<file path="src/verilog/timer8_defines.svh">
// What this block does
// - Count write blocks matches for one tick
// - Mode change leaves wave state untouched
// - Action select applies from next match
// - Reset clears wave state to zero
// - Nonzero action routes wave state to pin
// - Action zero leaves wave state unchanged
// - Force strobe applies action in non-PWM modes
// - Normal mode counts up and wraps
// - Normal mode sets overflow on wrap
// - Clear-on-match mode clears counter at match
// - Clear-on-match compare writes apply at once
// - Clear-on-match action one toggles output
// - Clear-on-match overflow set on max wrap
// - Fast PWM counts to max, restarts
// - Fast PWM clears/sets at match and bottom
// - Fast PWM overflow set at maximum
// - Fast PWM extremes give spike or constant
// - Fast PWM toggle keeps compare buffered
// - Match sets match flag; write-one clears
// - PWM compare writes buffered, else direct
// - Force touches only the wave state
`ifndef TIMER8_DEFINES_SVH
`define TIMER8_DEFINES_SVH
// Register indexes, byte address is index times four
`define REG_CTRL 3'h0
`define REG_COUNT 3'h1
`define REG_COMPARE 3'h2
`define REG_FLAGS 3'h3
`define REG_STATUS 3'h4
// Field positions
`define CTRL_MODE_LSB 0
`define CTRL_MODE_MSB 1
`define CTRL_ACT_LSB 2
`define CTRL_ACT_MSB 3
`define CTRL_FORCE_BIT 7
`define FLAG_OVF_BIT 0
`define FLAG_MATCH_BIT 1
// Counter extremes and reset values
`define COUNT_MAX 8'hff
`define COUNT_BOTTOM 8'h00
`define COUNT_ONE 8'h01
`define BYTE_RESET 8'h00
`define WORD_ZERO 32'h0000_0000
`define PAD24 24'h00_0000
`define PAD27 27'h000_0000
`define PAD30 30'h0000_0000
// Bus codes
`define HTRANS_NONSEQ 2'b10
`define HRESP_OKAY 1'b0
`endif

</file>
<file path="src/verilog/timer8_pkg.sv">
`default_nettype none
package timer8_pkg;
  // Waveform modes, bit 0 marks the PWM modes
  typedef enum logic [1:0] {
    MODE_NORMAL = 2'b00,
    MODE_PHASE = 2'b01,
    MODE_CTC = 2'b10,
    MODE_FAST = 2'b11
  } wave_mode_t;
  // Output actions
  typedef enum logic [1:0] {
    ACT_NONE = 2'b00,
    ACT_TOGGLE = 2'b01,
    ACT_CLEAR = 2'b10,
    ACT_SET = 2'b11
  } out_action_t;
  // AHB-Lite request from the master
  typedef struct packed {
    logic hsel;
    logic [31:0] haddr;
    logic [1:0] htrans;
    logic hwrite;
    logic [2:0] hsize;
    logic [31:0] hwdata;
    logic hready;
  } ahb_req_t;
  // Timer state
  typedef struct packed {
    wave_mode_t waveModeSel;
    out_action_t outActionSel;
    logic [7:0] countValue;
    logic [7:0] compareValue;
    logic [7:0] compareBuffer;
    logic overflowFlag;
    logic matchFlag;
    logic waveOut;
    logic blockMatch;
  } timer_state_t;
  // Bus slave state
  typedef struct packed {
    logic wrPend;
    logic [2:0] wrIdx;
    logic [31:0] hrdata;
  } slave_state_t;
endpackage : timer8_pkg
`default_nettype wire

</file>
<file path="src/verilog/timer8_compare_waveform.sv">
`include "timer8_defines.svh"
`default_nettype none
module timer8_compare_waveform (
  input wire logic clk,
  input wire logic rst,
  input wire timer8_pkg::ahb_req_t ahbReq,
  output logic [31:0] hrdata,
  output logic hreadyout,
  output logic hresp,
  input wire logic timerTick,
  input wire logic overflowAck,
  input wire logic matchAck,
  input wire logic portData,
  input wire logic wavePinDirBit,
  output logic pinOut,
  output logic pinOe_n,
  output logic overflowFlag,
  output logic matchFlag
);
  import timer8_pkg::*;

  timer_state_t st; // Registered state
  timer_state_t next_st; // Next state
  logic [2:0] rdIdx; // Register addressed by a read
  logic [31:0] rdWord; // Read mux output
  logic wrStrobe; // Write data phase
  logic [2:0] wrIdx; // Register being written
  logic [31:0] wrData; // Write data
  logic ctrlWr; // Control written
  logic countWr; // Counter written
  logic compareWr; // Compare written
  logic flagsWr; // Flags written
  logic pwmMode; // Mode uses double buffering
  logic matchRaw; // Comparator equal
  logic matchHit; // Comparator match not blocked
  logic atMax; // Counter at maximum
  logic forceHit; // Force strobe taking effect
  logic setOvf; // Overflow event this cycle
  logic setMatch; // Match event this cycle

  // Bus slave
  ahb_reg_slave u_slave (
    .clk(clk),
    .rst(rst),
    .ahbReq(ahbReq),
    .rdWord(rdWord),
    .rdIdx(rdIdx),
    .wrStrobe(wrStrobe),
    .wrIdx(wrIdx),
    .wrData(wrData),
    .hrdata(hrdata),
    .hreadyout(hreadyout),
    .hresp(hresp)
  );

  // Wave state after an action at a match or force
  function automatic logic matchAction(input out_action_t act, input logic cur);
    logic res;
    res = cur;
    unique case (act)
      ACT_NONE: res = cur;
      ACT_TOGGLE: res = ~cur;
      ACT_CLEAR: res = 1'b0;
      ACT_SET: res = 1'b1;
    endcase
    return res;
  endfunction : matchAction

  // Write decode
  always_comb begin
    ctrlWr = wrStrobe && (wrIdx == `REG_CTRL);
    countWr = wrStrobe && (wrIdx == `REG_COUNT);
    compareWr = wrStrobe && (wrIdx == `REG_COMPARE);
    flagsWr = wrStrobe && (wrIdx == `REG_FLAGS);
  end

  // Comparator and events
  always_comb begin
    pwmMode = st.waveModeSel[0];
    matchRaw = (st.countValue == st.compareValue);
    matchHit = matchRaw && !st.blockMatch;
    atMax = (st.countValue == `COUNT_MAX);
    forceHit = ctrlWr && wrData[`CTRL_FORCE_BIT] && !wrData[`CTRL_MODE_LSB];
    setOvf = timerTick && atMax;
    setMatch = timerTick && matchHit;
  end

  // Next state
  always_comb begin
    next_st = st;
    if (timerTick) begin
      next_st.blockMatch = 1'b0;
      unique case (st.waveModeSel)
        MODE_NORMAL: next_st.countValue = st.countValue + `COUNT_ONE;
        MODE_PHASE: next_st.countValue = st.countValue + `COUNT_ONE;
        MODE_CTC: begin
          if (matchHit) begin
            next_st.countValue = `COUNT_BOTTOM;
          end else begin
            next_st.countValue = st.countValue + `COUNT_ONE;
          end
        end
        MODE_FAST: next_st.countValue = st.countValue + `COUNT_ONE;
      endcase
      if (matchHit && (st.waveModeSel != MODE_PHASE)) begin
        next_st.waveOut = matchAction(st.outActionSel, st.waveOut);
      end
      if ((st.waveModeSel == MODE_FAST) && atMax) begin
        if (st.outActionSel == ACT_CLEAR) begin
          next_st.waveOut = 1'b1;
        end else if (st.outActionSel == ACT_SET) begin
          next_st.waveOut = 1'b0;
        end
      end
      if (pwmMode && atMax) begin
        next_st.compareValue = st.compareBuffer;
      end
    end
    if (countWr) begin
      next_st.countValue = wrData[7:0];
      next_st.blockMatch = 1'b1;
    end
    if (compareWr) begin
      next_st.compareBuffer = wrData[7:0];
      if (!pwmMode) begin
        next_st.compareValue = wrData[7:0];
      end
    end
    if (ctrlWr) begin
      next_st.waveModeSel = wave_mode_t'(wrData[`CTRL_MODE_MSB:`CTRL_MODE_LSB]);
      next_st.outActionSel = out_action_t'(wrData[`CTRL_ACT_MSB:`CTRL_ACT_LSB]);
    end
    if (forceHit) begin
      next_st.waveOut = matchAction(
        out_action_t'(wrData[`CTRL_ACT_MSB:`CTRL_ACT_LSB]), next_st.waveOut);
    end
    next_st.overflowFlag = (st.overflowFlag
      && !(flagsWr && wrData[`FLAG_OVF_BIT]) && !overflowAck) || setOvf;
    next_st.matchFlag = (st.matchFlag
      && !(flagsWr && wrData[`FLAG_MATCH_BIT]) && !matchAck) || setMatch;
  end

  // State register
  always_ff @(posedge clk or posedge rst) begin
    if (rst) begin
      st <= '0;
    end else begin
      st <= next_st;
    end
  end

  // Read mux
  always_comb begin
    unique case (rdIdx)
      `REG_CTRL: rdWord = {`PAD24, 4'h0, st.outActionSel, st.waveModeSel};
      `REG_COUNT: rdWord = {`PAD24, st.countValue};
      `REG_COMPARE: rdWord = {`PAD24, st.compareBuffer};
      `REG_FLAGS: rdWord = {`PAD30, st.matchFlag, st.overflowFlag};
      `REG_STATUS: rdWord = {`PAD24, st.compareValue} | {`PAD30, st.blockMatch, st.waveOut} << 8;
      default: rdWord = `WORD_ZERO;
    endcase
  end

  // Pin override and direction
  always_comb begin
    pinOut = (st.outActionSel != ACT_NONE) ? st.waveOut : portData;
    pinOe_n = ~wavePinDirBit;
  end

  assign overflowFlag = st.overflowFlag;
  assign matchFlag = st.matchFlag;

  // Checks
  property p_block_set;
    @(posedge clk) disable iff (rst) countWr |=> st.blockMatch;
  endproperty
  a_block_set: assert property (p_block_set) else $error("count write did not block");

  property p_block_flag;
    @(posedge clk) disable iff (rst)
      (timerTick && st.blockMatch && !st.matchFlag) |=> !st.matchFlag;
  endproperty
  a_block_flag: assert property (p_block_flag) else $error("blocked match set flag");

  property p_mode_keep;
    @(posedge clk) disable iff (rst)
      (ctrlWr && !forceHit && !timerTick) |=> $stable(st.waveOut);
  endproperty
  a_mode_keep: assert property (p_mode_keep) else $error("mode change moved wave");

  property p_pin;
    @(posedge clk) disable iff (rst)
      (st.outActionSel != ACT_NONE) |-> (pinOut == st.waveOut && pinOe_n == !wavePinDirBit);
  endproperty
  a_pin: assert property (p_pin) else $error("pin not driven by wave");

  property p_normal_inc;
    @(posedge clk) disable iff (rst)
      (timerTick && st.waveModeSel == MODE_NORMAL && !countWr && !ctrlWr)
      |=> st.countValue == $past(st.countValue) + `COUNT_ONE;
  endproperty
  a_normal_inc: assert property (p_normal_inc) else $error("normal count wrong");

  property p_ovf;
    @(posedge clk) disable iff (rst) (timerTick && atMax) |=> st.overflowFlag;
  endproperty
  a_ovf: assert property (p_ovf) else $error("overflow flag missed");

  property p_ctc_clear;
    @(posedge clk) disable iff (rst)
      (timerTick && st.waveModeSel == MODE_CTC && matchHit && !countWr)
      |=> st.countValue == `COUNT_BOTTOM;
  endproperty
  a_ctc_clear: assert property (p_ctc_clear) else $error("ctc clear missed");

  property p_fast_bottom;
    @(posedge clk) disable iff (rst)
      (timerTick && st.waveModeSel == MODE_FAST && st.outActionSel == ACT_CLEAR
       && atMax && !ctrlWr) |=> st.waveOut;
  endproperty
  a_fast_bottom: assert property (p_fast_bottom) else $error("bottom set missed");

  property p_match_flag;
    @(posedge clk) disable iff (rst) (timerTick && matchHit) |=> st.matchFlag;
  endproperty
  a_match_flag: assert property (p_match_flag) else $error("match flag missed");

  property p_force_only;
    @(posedge clk) disable iff (rst)
      (forceHit && !timerTick && !countWr) ##1 1'b1
      |-> ($stable(st.matchFlag) || !st.matchFlag) && $stable(st.countValue);
  endproperty
  a_force_only: assert property (p_force_only) else $error("force touched counter");

  c_ctc: cover property (@(posedge clk) disable iff (rst)
    timerTick && st.waveModeSel == MODE_CTC && matchHit);
  c_fast_wrap: cover property (@(posedge clk) disable iff (rst)
    timerTick && st.waveModeSel == MODE_FAST && atMax);
  c_force: cover property (@(posedge clk) disable iff (rst) forceHit);
  c_block: cover property (@(posedge clk) disable iff (rst)
    timerTick && st.blockMatch && matchRaw);
endmodule : timer8_compare_waveform
`default_nettype wire

</file>
<file path="src/verilog/ahb_reg_slave.sv">
`include "timer8_defines.svh"
`default_nettype none
module ahb_reg_slave (
  input wire logic clk,
  input wire logic rst,
  input wire timer8_pkg::ahb_req_t ahbReq,
  input wire logic [31:0] rdWord,
  output logic [2:0] rdIdx,
  output logic wrStrobe,
  output logic [2:0] wrIdx,
  output logic [31:0] wrData,
  output logic [31:0] hrdata,
  output logic hreadyout,
  output logic hresp
);
  import timer8_pkg::*;
  slave_state_t st; // Registered state
  slave_state_t next_st; // Next state
  logic take; // Valid address phase

  // Address phase decode
  always_comb begin
    take = ahbReq.hsel && ahbReq.hready && (ahbReq.htrans == `HTRANS_NONSEQ);
    next_st = st;
    next_st.wrPend = take && ahbReq.hwrite;
    if (take) begin
      next_st.wrIdx = ahbReq.haddr[4:2];
    end
    // Read data captured at the address phase
    if (take && !ahbReq.hwrite) begin
      next_st.hrdata = rdWord;
    end
  end

  // State register
  always_ff @(posedge clk or posedge rst) begin
    if (rst) begin
      st <= '0;
    end else begin
      st <= next_st;
    end
  end

  assign rdIdx = ahbReq.haddr[4:2];
  assign wrStrobe = st.wrPend;
  assign wrIdx = st.wrIdx;
  assign wrData = ahbReq.hwdata;
  assign hrdata = st.hrdata;
  assign hreadyout = 1'b1;
  assign hresp = `HRESP_OKAY;
endmodule : ahb_reg_slave
`default_nettype wire

</file>
<file path="config.mk">
export PLATFORM = sky130hd
export DESIGN_NAME = timer8_compare_waveform
export DESIGN_NICKNAME = d
export VERILOG_FILES = /design/src/verilog/timer8_pkg.sv /design/src/verilog/timer8_compare_waveform.sv /design/src/verilog/ahb_reg_slave.sv
export VERILOG_INCLUDE_DIRS = /design/src /design/src/verilog
export SDC_FILE = /design/constraint.sdc
export NUM_CORES = 1
export LEC_CHECK = 0
export BUFFER_PORTS_ARGS = -buffer_cell sky130_fd_sc_hd__buf_4
export CAP_MARGIN = 20
export CORE_UTILIZATION = 30
export DETAILED_ROUTE_END_ITERATION = 6
export GPL_TIMING_DRIVEN = 0
export PLACE_DENSITY = 0.57
export SYNTH_ARGS = -nofsm -noshare
export SYNTH_HDL_FRONTEND = slang
export SYNTH_SLANG_ARGS = --single-unit
</file>
<file path="constraint.sdc">
create_clock -name clk -period 2.1 [get_ports clk]
set_input_delay 0.315 -clock clk [delete_from_list [all_inputs] [get_ports clk]]
set_output_delay 0.315 -clock clk [all_outputs]
set_load 0.005 [all_outputs]
</file>
==> flow_summary_export.csv, run 1 <==
group,metric,value,unit
clock_network,cts_tree,"built",
yosys,yosys.cell_types.count,39,
global_routing,grt_pass1_wl,10.8,mm
pwr,p_per_area,805,nW/um^2
yosys,ys_warn_count,0,
layout,antennaDiodeCount,0,
placed_design,io_buffers,36,
setup_path,critical_path_required,2330,ps
setup_path,critical_path_class,"flop to flop",
route,drc,0,
die,core,8720,um^2
layout,syn_to_final_growth,25.8,%
die,die_area,9360,um^2
clock_network,cts.sinks,46,
run,maxCapViolCount,0,
route,wirelength,6.46,mm
route,routedWlPerCell,14.0,um
layout,drive_above_1_share,31.7,%
layout,finish.utilization,38.9,%
timing,rsz0062_at_grt,"no",
yosys,synthArstFlopShare,100,%
global_routing,antenna_found_initial,0,
route,wl_met2,3.06,mm
setup_path,timing.critical_path.from,"st[20]",
route,viasPerCell,4.72,
setup_path,reg2reg_slack,120,ps
clock_network,clk_pin_slew,80,ps
timing,slew_headroom,50.3,%
yosys,yosysSeqAreaShare,42.8,%
setup_path,crit_arrival,2210,ps
clock_network,numCtsBuffers,5,
yosys,ys.flop_type,"dfrtp_1",
layout,nFillCells,876,
timing,fmax,504,MHz
status,status,"finished, final reports clean",
route,vias,2174,
yosys,syn_area,2690,um^2
timing,maxSlewViolCount,0,
timing,fin_crit,1980,ps
layout,fin_nets,432,
placed_design,hpwlAfterDp,4.99,mm
clock_network,clk_path_buf_depth,2,
route,drtAntennaViolNets,0,
yosys,yosys.area.top_type_share,42.8,%
yosys,synth-seq-cells,46,
yosys,yosysTopAreaCell,"dfrtp_1",
route,first_pass_iters,4,
route,wl_met1,3.03,mm
pwr,ir_drop,0.266,mV
die,fp.dieH,96.7,um
global_routing,grt_pass1_vias,2118,
clock_network,ctsHtreeMaxLevel,2,
die,start_util,30.9,%
route,wl_met3,284,um
yosys,netlist_top_cells_area,"dfrtp_1 (43%), mux2_2 (7.5%), buf_4 (6.7%), mux2i_1 (4.5%), nor2_1 (3.8%)",
hold_path,hold_class,"input pin to async pin",
die,ioPinCount,117,
setup_path,startpoint_type,"flop",
timing,clock_skew,7.04,ps
pwr,p_total,0.00273,W
setup_path,end_kind,"flop",
clock_network,clock_latency,300,ps
setup_path,reg2reg_from,"st[20]",
global_routing,grt.overflow.total,0,
yosys,synth_cells,282,
die,die_x,96.7,um
die,row_count,34,
setup_path,reg2reg_depth,7,
global_routing,grt_max_degree,25,
route,drt_iter0_markers,58,
timing,min_period_over_period,94.5,%
route,top_layer,"met4",
clock_network,cts.root.buffer_cell,"clkbuf_8",
timing,worst_pin_slew,743,ps
yosys,avgSynthCellArea,9.55,um^2
pwr,leakagePower,1.62,nW
timing,setup_violations,0,
setup_path,cp_max_fo,4,
global_routing,grt_usage,14.4,%
yosys,synth_edf_count,0,
timing,final-hold-violation-count,0,
setup_path,worst_r2r_endpoint,"st[1]",
placed_design,place.gp.congestion,0.863,
==> report_power, final <==
| part | switching, W | total, W | internal, W | leakage, nW |
|---|---|---|---|---|
| registers | 0.000243 | 0.00132 | 0.00107 | 0.584 |
| logic | 0.000389 | 0.000853 | 0.000464 | 0.984 |
| clock network | 0.000293 | 0.000558 | 0.000266 | 0.0482 |
==> sequential cells by signal, indices dropped and copies added, names as in the netlist <==
| name | flops |
|---|---|
| st | 29 |
| pwmMode | 1 |
| u_slave.wrStrobe | 1 |
| u_slave.hrdata | 10 |
| matchFlag | 1 |
| overflowFlag | 1 |
| u_slave.wrIdx | 3 |
==> synth_stat cells, types with 2 or more instances <==
| library cell | instances |
|---|---|
| conb_1 | 2 |
| nand2_1 | 26 |
| nand2b_1 | 2 |
| clkbuf_1 | 8 |
| nand4b_1 | 3 |
| or3_1 | 2 |
| nor3_1 | 2 |
| o21ai_0 | 19 |
| a22oi_1 | 8 |
| xnor2_1 | 9 |
| nor2_1 | 27 |
| a31oi_1 | 7 |
| a21oi_1 | 18 |
| inv_1 | 7 |
| buf_4 | 24 |
| and3_2 | 2 |
| o22a_1 | 4 |
| or3b_2 | 3 |
| nand4_1 | 4 |
| nor2b_1 | 6 |
| or2b_2 | 2 |
| nand3_1 | 5 |
| dfrtp_1 | 46 |
| and3_1 | 2 |
| a32o_1 | 2 |
| mux2i_1 | 12 |
| mux2_2 | 18 |
==> per-stage QoR <==
stage	cells	worst slack (ps)	cell area (um^2)	hold slack (ps)	TNS, ps
2_1_floorplan	304	241	2780	444	0
3_3_place_gp	448	-140	3180	465	-1200
3_5_place_dp	449	-147	3210	399	-1170
4_1_cts	459	27.8	3330	68.0	0
5_1_grt	461	38.0	3390	115	0
6_report	461	115	3390	54.7	0
==> area by class of cell <==
class / instances / area (um^2) / share of cell area (%)
Clock inverter: 1 / 5.00 / 0.148
Buffer: 34 / 240 / 7.09
Tap cell: 108 / 135 / 3.99
Sequential cell: 46 / 1150 / 34.0
Inverter: 7 / 26.3 / 0.775
Timing Repair Buffer: 41 / 328 / 9.68
Clock buffer: 7 / 86.3 / 2.55
Multi-Input combinational cell: 217 / 1420 / 41.8
==> repair_timing <==
item / CTS / global route
resized for setup: 3 / 7
setup buffers: 2 / 2
hold buffers: 0 / 0
endpoints found under the setup margin: 9 / 15
pin swaps: 1 / 6
==> layer usage <==
layer  vias to the layer above  GRT usage, %
met3                         7          3.03
met1                      1028          18.9
met4                         0          5.63
met5                         -             0
met2                        46          23.1
li1                       1093             -
==> cells by family (layout without fill, tap and decap cells) <==
kind of cell               after synthesis  in the layout  synth area share (%)
AOI/OAI and AO/OA                       60             60                  13.6
other                                    2             24                 0.279
xor gates and xnor gates                 9              9                  2.93
buffers and inverters                   41             90                  9.90
DFF                                     46             46                  42.8
muxes                                   30             30                  12.0
and+or+nand+nor                         93             93                  18.1
adders and majority gates                1              1                 0.465
==> cells in the final DEF (no fill, tap or decap), types with 3 or more instances in the layout <==
| master | netlist | routed |
|---|---|---|
| nand2_1 | 26 | 26 |
| mux2_2 | 18 | 18 |
| clkbuf_1 | 8 | 9 |
| conb_1 | 2 | 24 |
| o21ai_0 | 19 | 19 |
| nor2b_1 | 6 | 6 |
| nand4b_1 | 3 | 3 |
| nand4_1 | 4 | 4 |
| a21oi_1 | 18 | 18 |
| buf_4 | 24 | 64 |
| mux2i_1 | 12 | 12 |
| inv_1 | 7 | 6 |
| a22oi_1 | 8 | 8 |
| a31oi_1 | 7 | 6 |
| dfrtp_1 | 46 | 45 |
| o22a_1 | 4 | 4 |
| xnor2_2 | 0 | 3 |
| xnor2_1 | 9 | 6 |
| or3b_2 | 3 | 3 |
| nand3_1 | 5 | 4 |
| nor2_1 | 27 | 27 |
| clkbuf_8 | 0 | 6 |
==> critical path: stages (launching register included) <==
cell and delay [ps]:
dfrtp_2 420, ha_4 170, nand3_2 130, nor3_4 290
and4_2 270, or2b_2 300, a31oi_2 200, xnor2_1 130
==> how the worst max path moves through the flow <==
stage / slack [ps] / endpoint / depth (start not counted)
detailed placement: -150 / st[1] / 7
global placement: -140 / st[15] / 6
finish: 120 / st[1] / 7
floorplan: 240 / st[1] / 7
CTS: 30 / st[1] / 7
global route: 40 / st[1] / 7
(Power assumes the default switching activity.)
==> inputs of run 2 (changes only) <==
REMOVE_ABC_BUFFERS = 1   (was unset)
==> flow_summary_export.csv, run 2 (synthesized netlist as in run 1, its figures left out) <==
group,metric,value,unit
global_routing,grt_max_degree,25,
route,vias,2088,
placed_design,hpwlAfterDp,4.72,mm
layout,largest_reg_flops,29,
layout,finish.utilization,35.6,%
setup_path,critical_path_required,2330,ps
timing,whs,45.6,ps
setup_path,crit_family,"compound AO/OA/AOI/OAI gates",
die,start_util,30.9,%
die,die_area,9360,um^2
route,viasPerCell,4.92,
layout,fin_nets,395,
clock_network,clk_path_buf_depth,2,
setup_path,startpoint_type,"flop",
clock_network,ctsHtreeMaxLevel,2,
global_routing,antenna_found_initial,0,
timing,fin_crit,1970,ps
layout,antennaDiodeCount,0,
layout,final_cell_mix,"dfrtp_1 (43), buf_4 (37), nor2_1 (27)",
die,row_count,34,
setup_path,critical_path_buf_inv_count,0,
die,ioPinCount,117,
timing,worst_pin_slew,726,ps
global_routing,grt_pass1_vias,2074,
run,maxCapViolCount,0,
layout,nFillCells,872,
layout,syn_to_final_growth,15.3,%
layout,drive_above_1_share,26.9,%
timing,rsz0062_at_grt,"no",
setup_path,cp_cell_sequence,"xnor2_2 > nand3_1 > o41a_1 > a311o_1 > a31oi_1 > xnor2_1",
die,core,8720,um^2
pwr,p_total,0.00264,W
route,routedWlPerCell,15.1,um
clock_network,numCtsBuffers,5,
setup_path,critical_path_class,"flop to flop",
layout,largest-register,"st",
timing,slew_headroom,51.4,%
setup_path,crit_arrival,2200,ps
timing,fmax,508,MHz
route,drt_iter0_markers,90,
die,fp.dieH,96.7,um
status,status,"finished, final reports clean",
setup_path,reg2reg_slack,130,ps
setup_path,end_kind,"flop",
timing,setup_violations,0,
timing,clock_skew,10.7,ps
placed_design,io_buffers,36,
clock_network,clk_pin_slew,90,ps
setup_path,slowest_delay,480,ps
hold_path,hold_class,"input pin to async pin",
pwr,p_per_area,851,nW/um^2
route,drtAntennaViolNets,0,
clock_network,cts.sinks,46,
timing,maxSlewViolCount,0,
setup_path,critPathSlowestCell,"dfrtp_1",
clock_network,cts_tree,"built",
route,wirelength,6.40,mm
placed_design,place.gp.congestion,0.837,
die,die_x,96.7,um
timing,final-hold-violation-count,0,
clock_network,clock_latency,310,ps
route,first_pass_iters,4,
timing,tns,0,ps
layout,layout_commonest_cell,"dfrtp_1",
route,drc,0,
global_routing,grt_pass1_wl,10.5,mm
global_routing,grt_usage,14.2,%
timing,min_period_over_period,93.6,%
clock_network,cts.root.buffer_cell,"clkbuf_8",
pwr,leakagePower,1.43,nW
setup_path,cp_max_fo,6,
global_routing,grt.overflow.total,0,
pwr,ir_drop,0.279,mV
## run 2: worst paths after layout
check,depth (start not counted),startpoint,to
setup / recovery,6,st[25],st[1]
max in group asynchronous,3,rst,st[28]
setup reg to reg,6,st[25],st[1]
hold / removal,2,rst,u_slave.hrdata[0]
hold reg to reg,2,u_slave.hrdata[3],u_slave.hrdata[3]
min in group clk,3,ahbReq[36],u_slave.wrStrobe
## run 2: timing repair
| item | 4_1_cts | 5_1_grt |
|---|---|---|
| endpoints found under the hold margin | 0 | 0 |
| hold buffers | 0 | 0 |
| setup buffers | 1 | 0 |
| resized for setup | 4 | 6 |
| setup endpoints to repair | 9 | 14 |
| gates cloned | 0 | 0 |
| pin swaps | 1 | 3 |
## run 2: worst reg2reg max path, delay by kind of cell, from the launching register on
kind / cells / cell delay [ps]
xor gates and xnor gates: 2 / 380
DFF: 1 / 480
and+or+nand+nor: 1 / 130
AOI/OAI and AO/OA: 3 / 900
## run 2: routing by layer
layer	part of all wire [%]	global-route usage, %	vias to the layer above
met1	43	17.2	986
met3	4.2	1.66	11
li1	-	-	1010
met5	0	0	-
met4	2.2	7.23	0
met2	50	24.8	81
## run 2: cell type report
type,instances,area [um^2],share of cell area [%]
Clock buffer,5,68.8,2.22
Multi-Input combinational cell,217,1400,45.0
Timing Repair Buffer,38,298,9.59
Inverter,7,26.3,0.846
Tap cell,108,135,4.35
Sequential cell,46,1150,37.2
Clock inverter,3,25.0,0.806
## run 2: power breakdown
part	internal (W)	switching, W
clock	0.000241	0.000333
sequential	0.00108	0.000264
combinational	0.000390	0.000338
total	0.00171	0.000936
## run 2: per-stage QoR
stage	cell area, um^2	setup slack [ps]	instances
2_1_floorplan	2530	238	270
3_3_place_gp	2940	-143	414
3_5_place_dp	2960	-183	415
4_1_cts	3080	29.4	424
5_1_grt	3100	20.6	424
6_report	3100	133	424
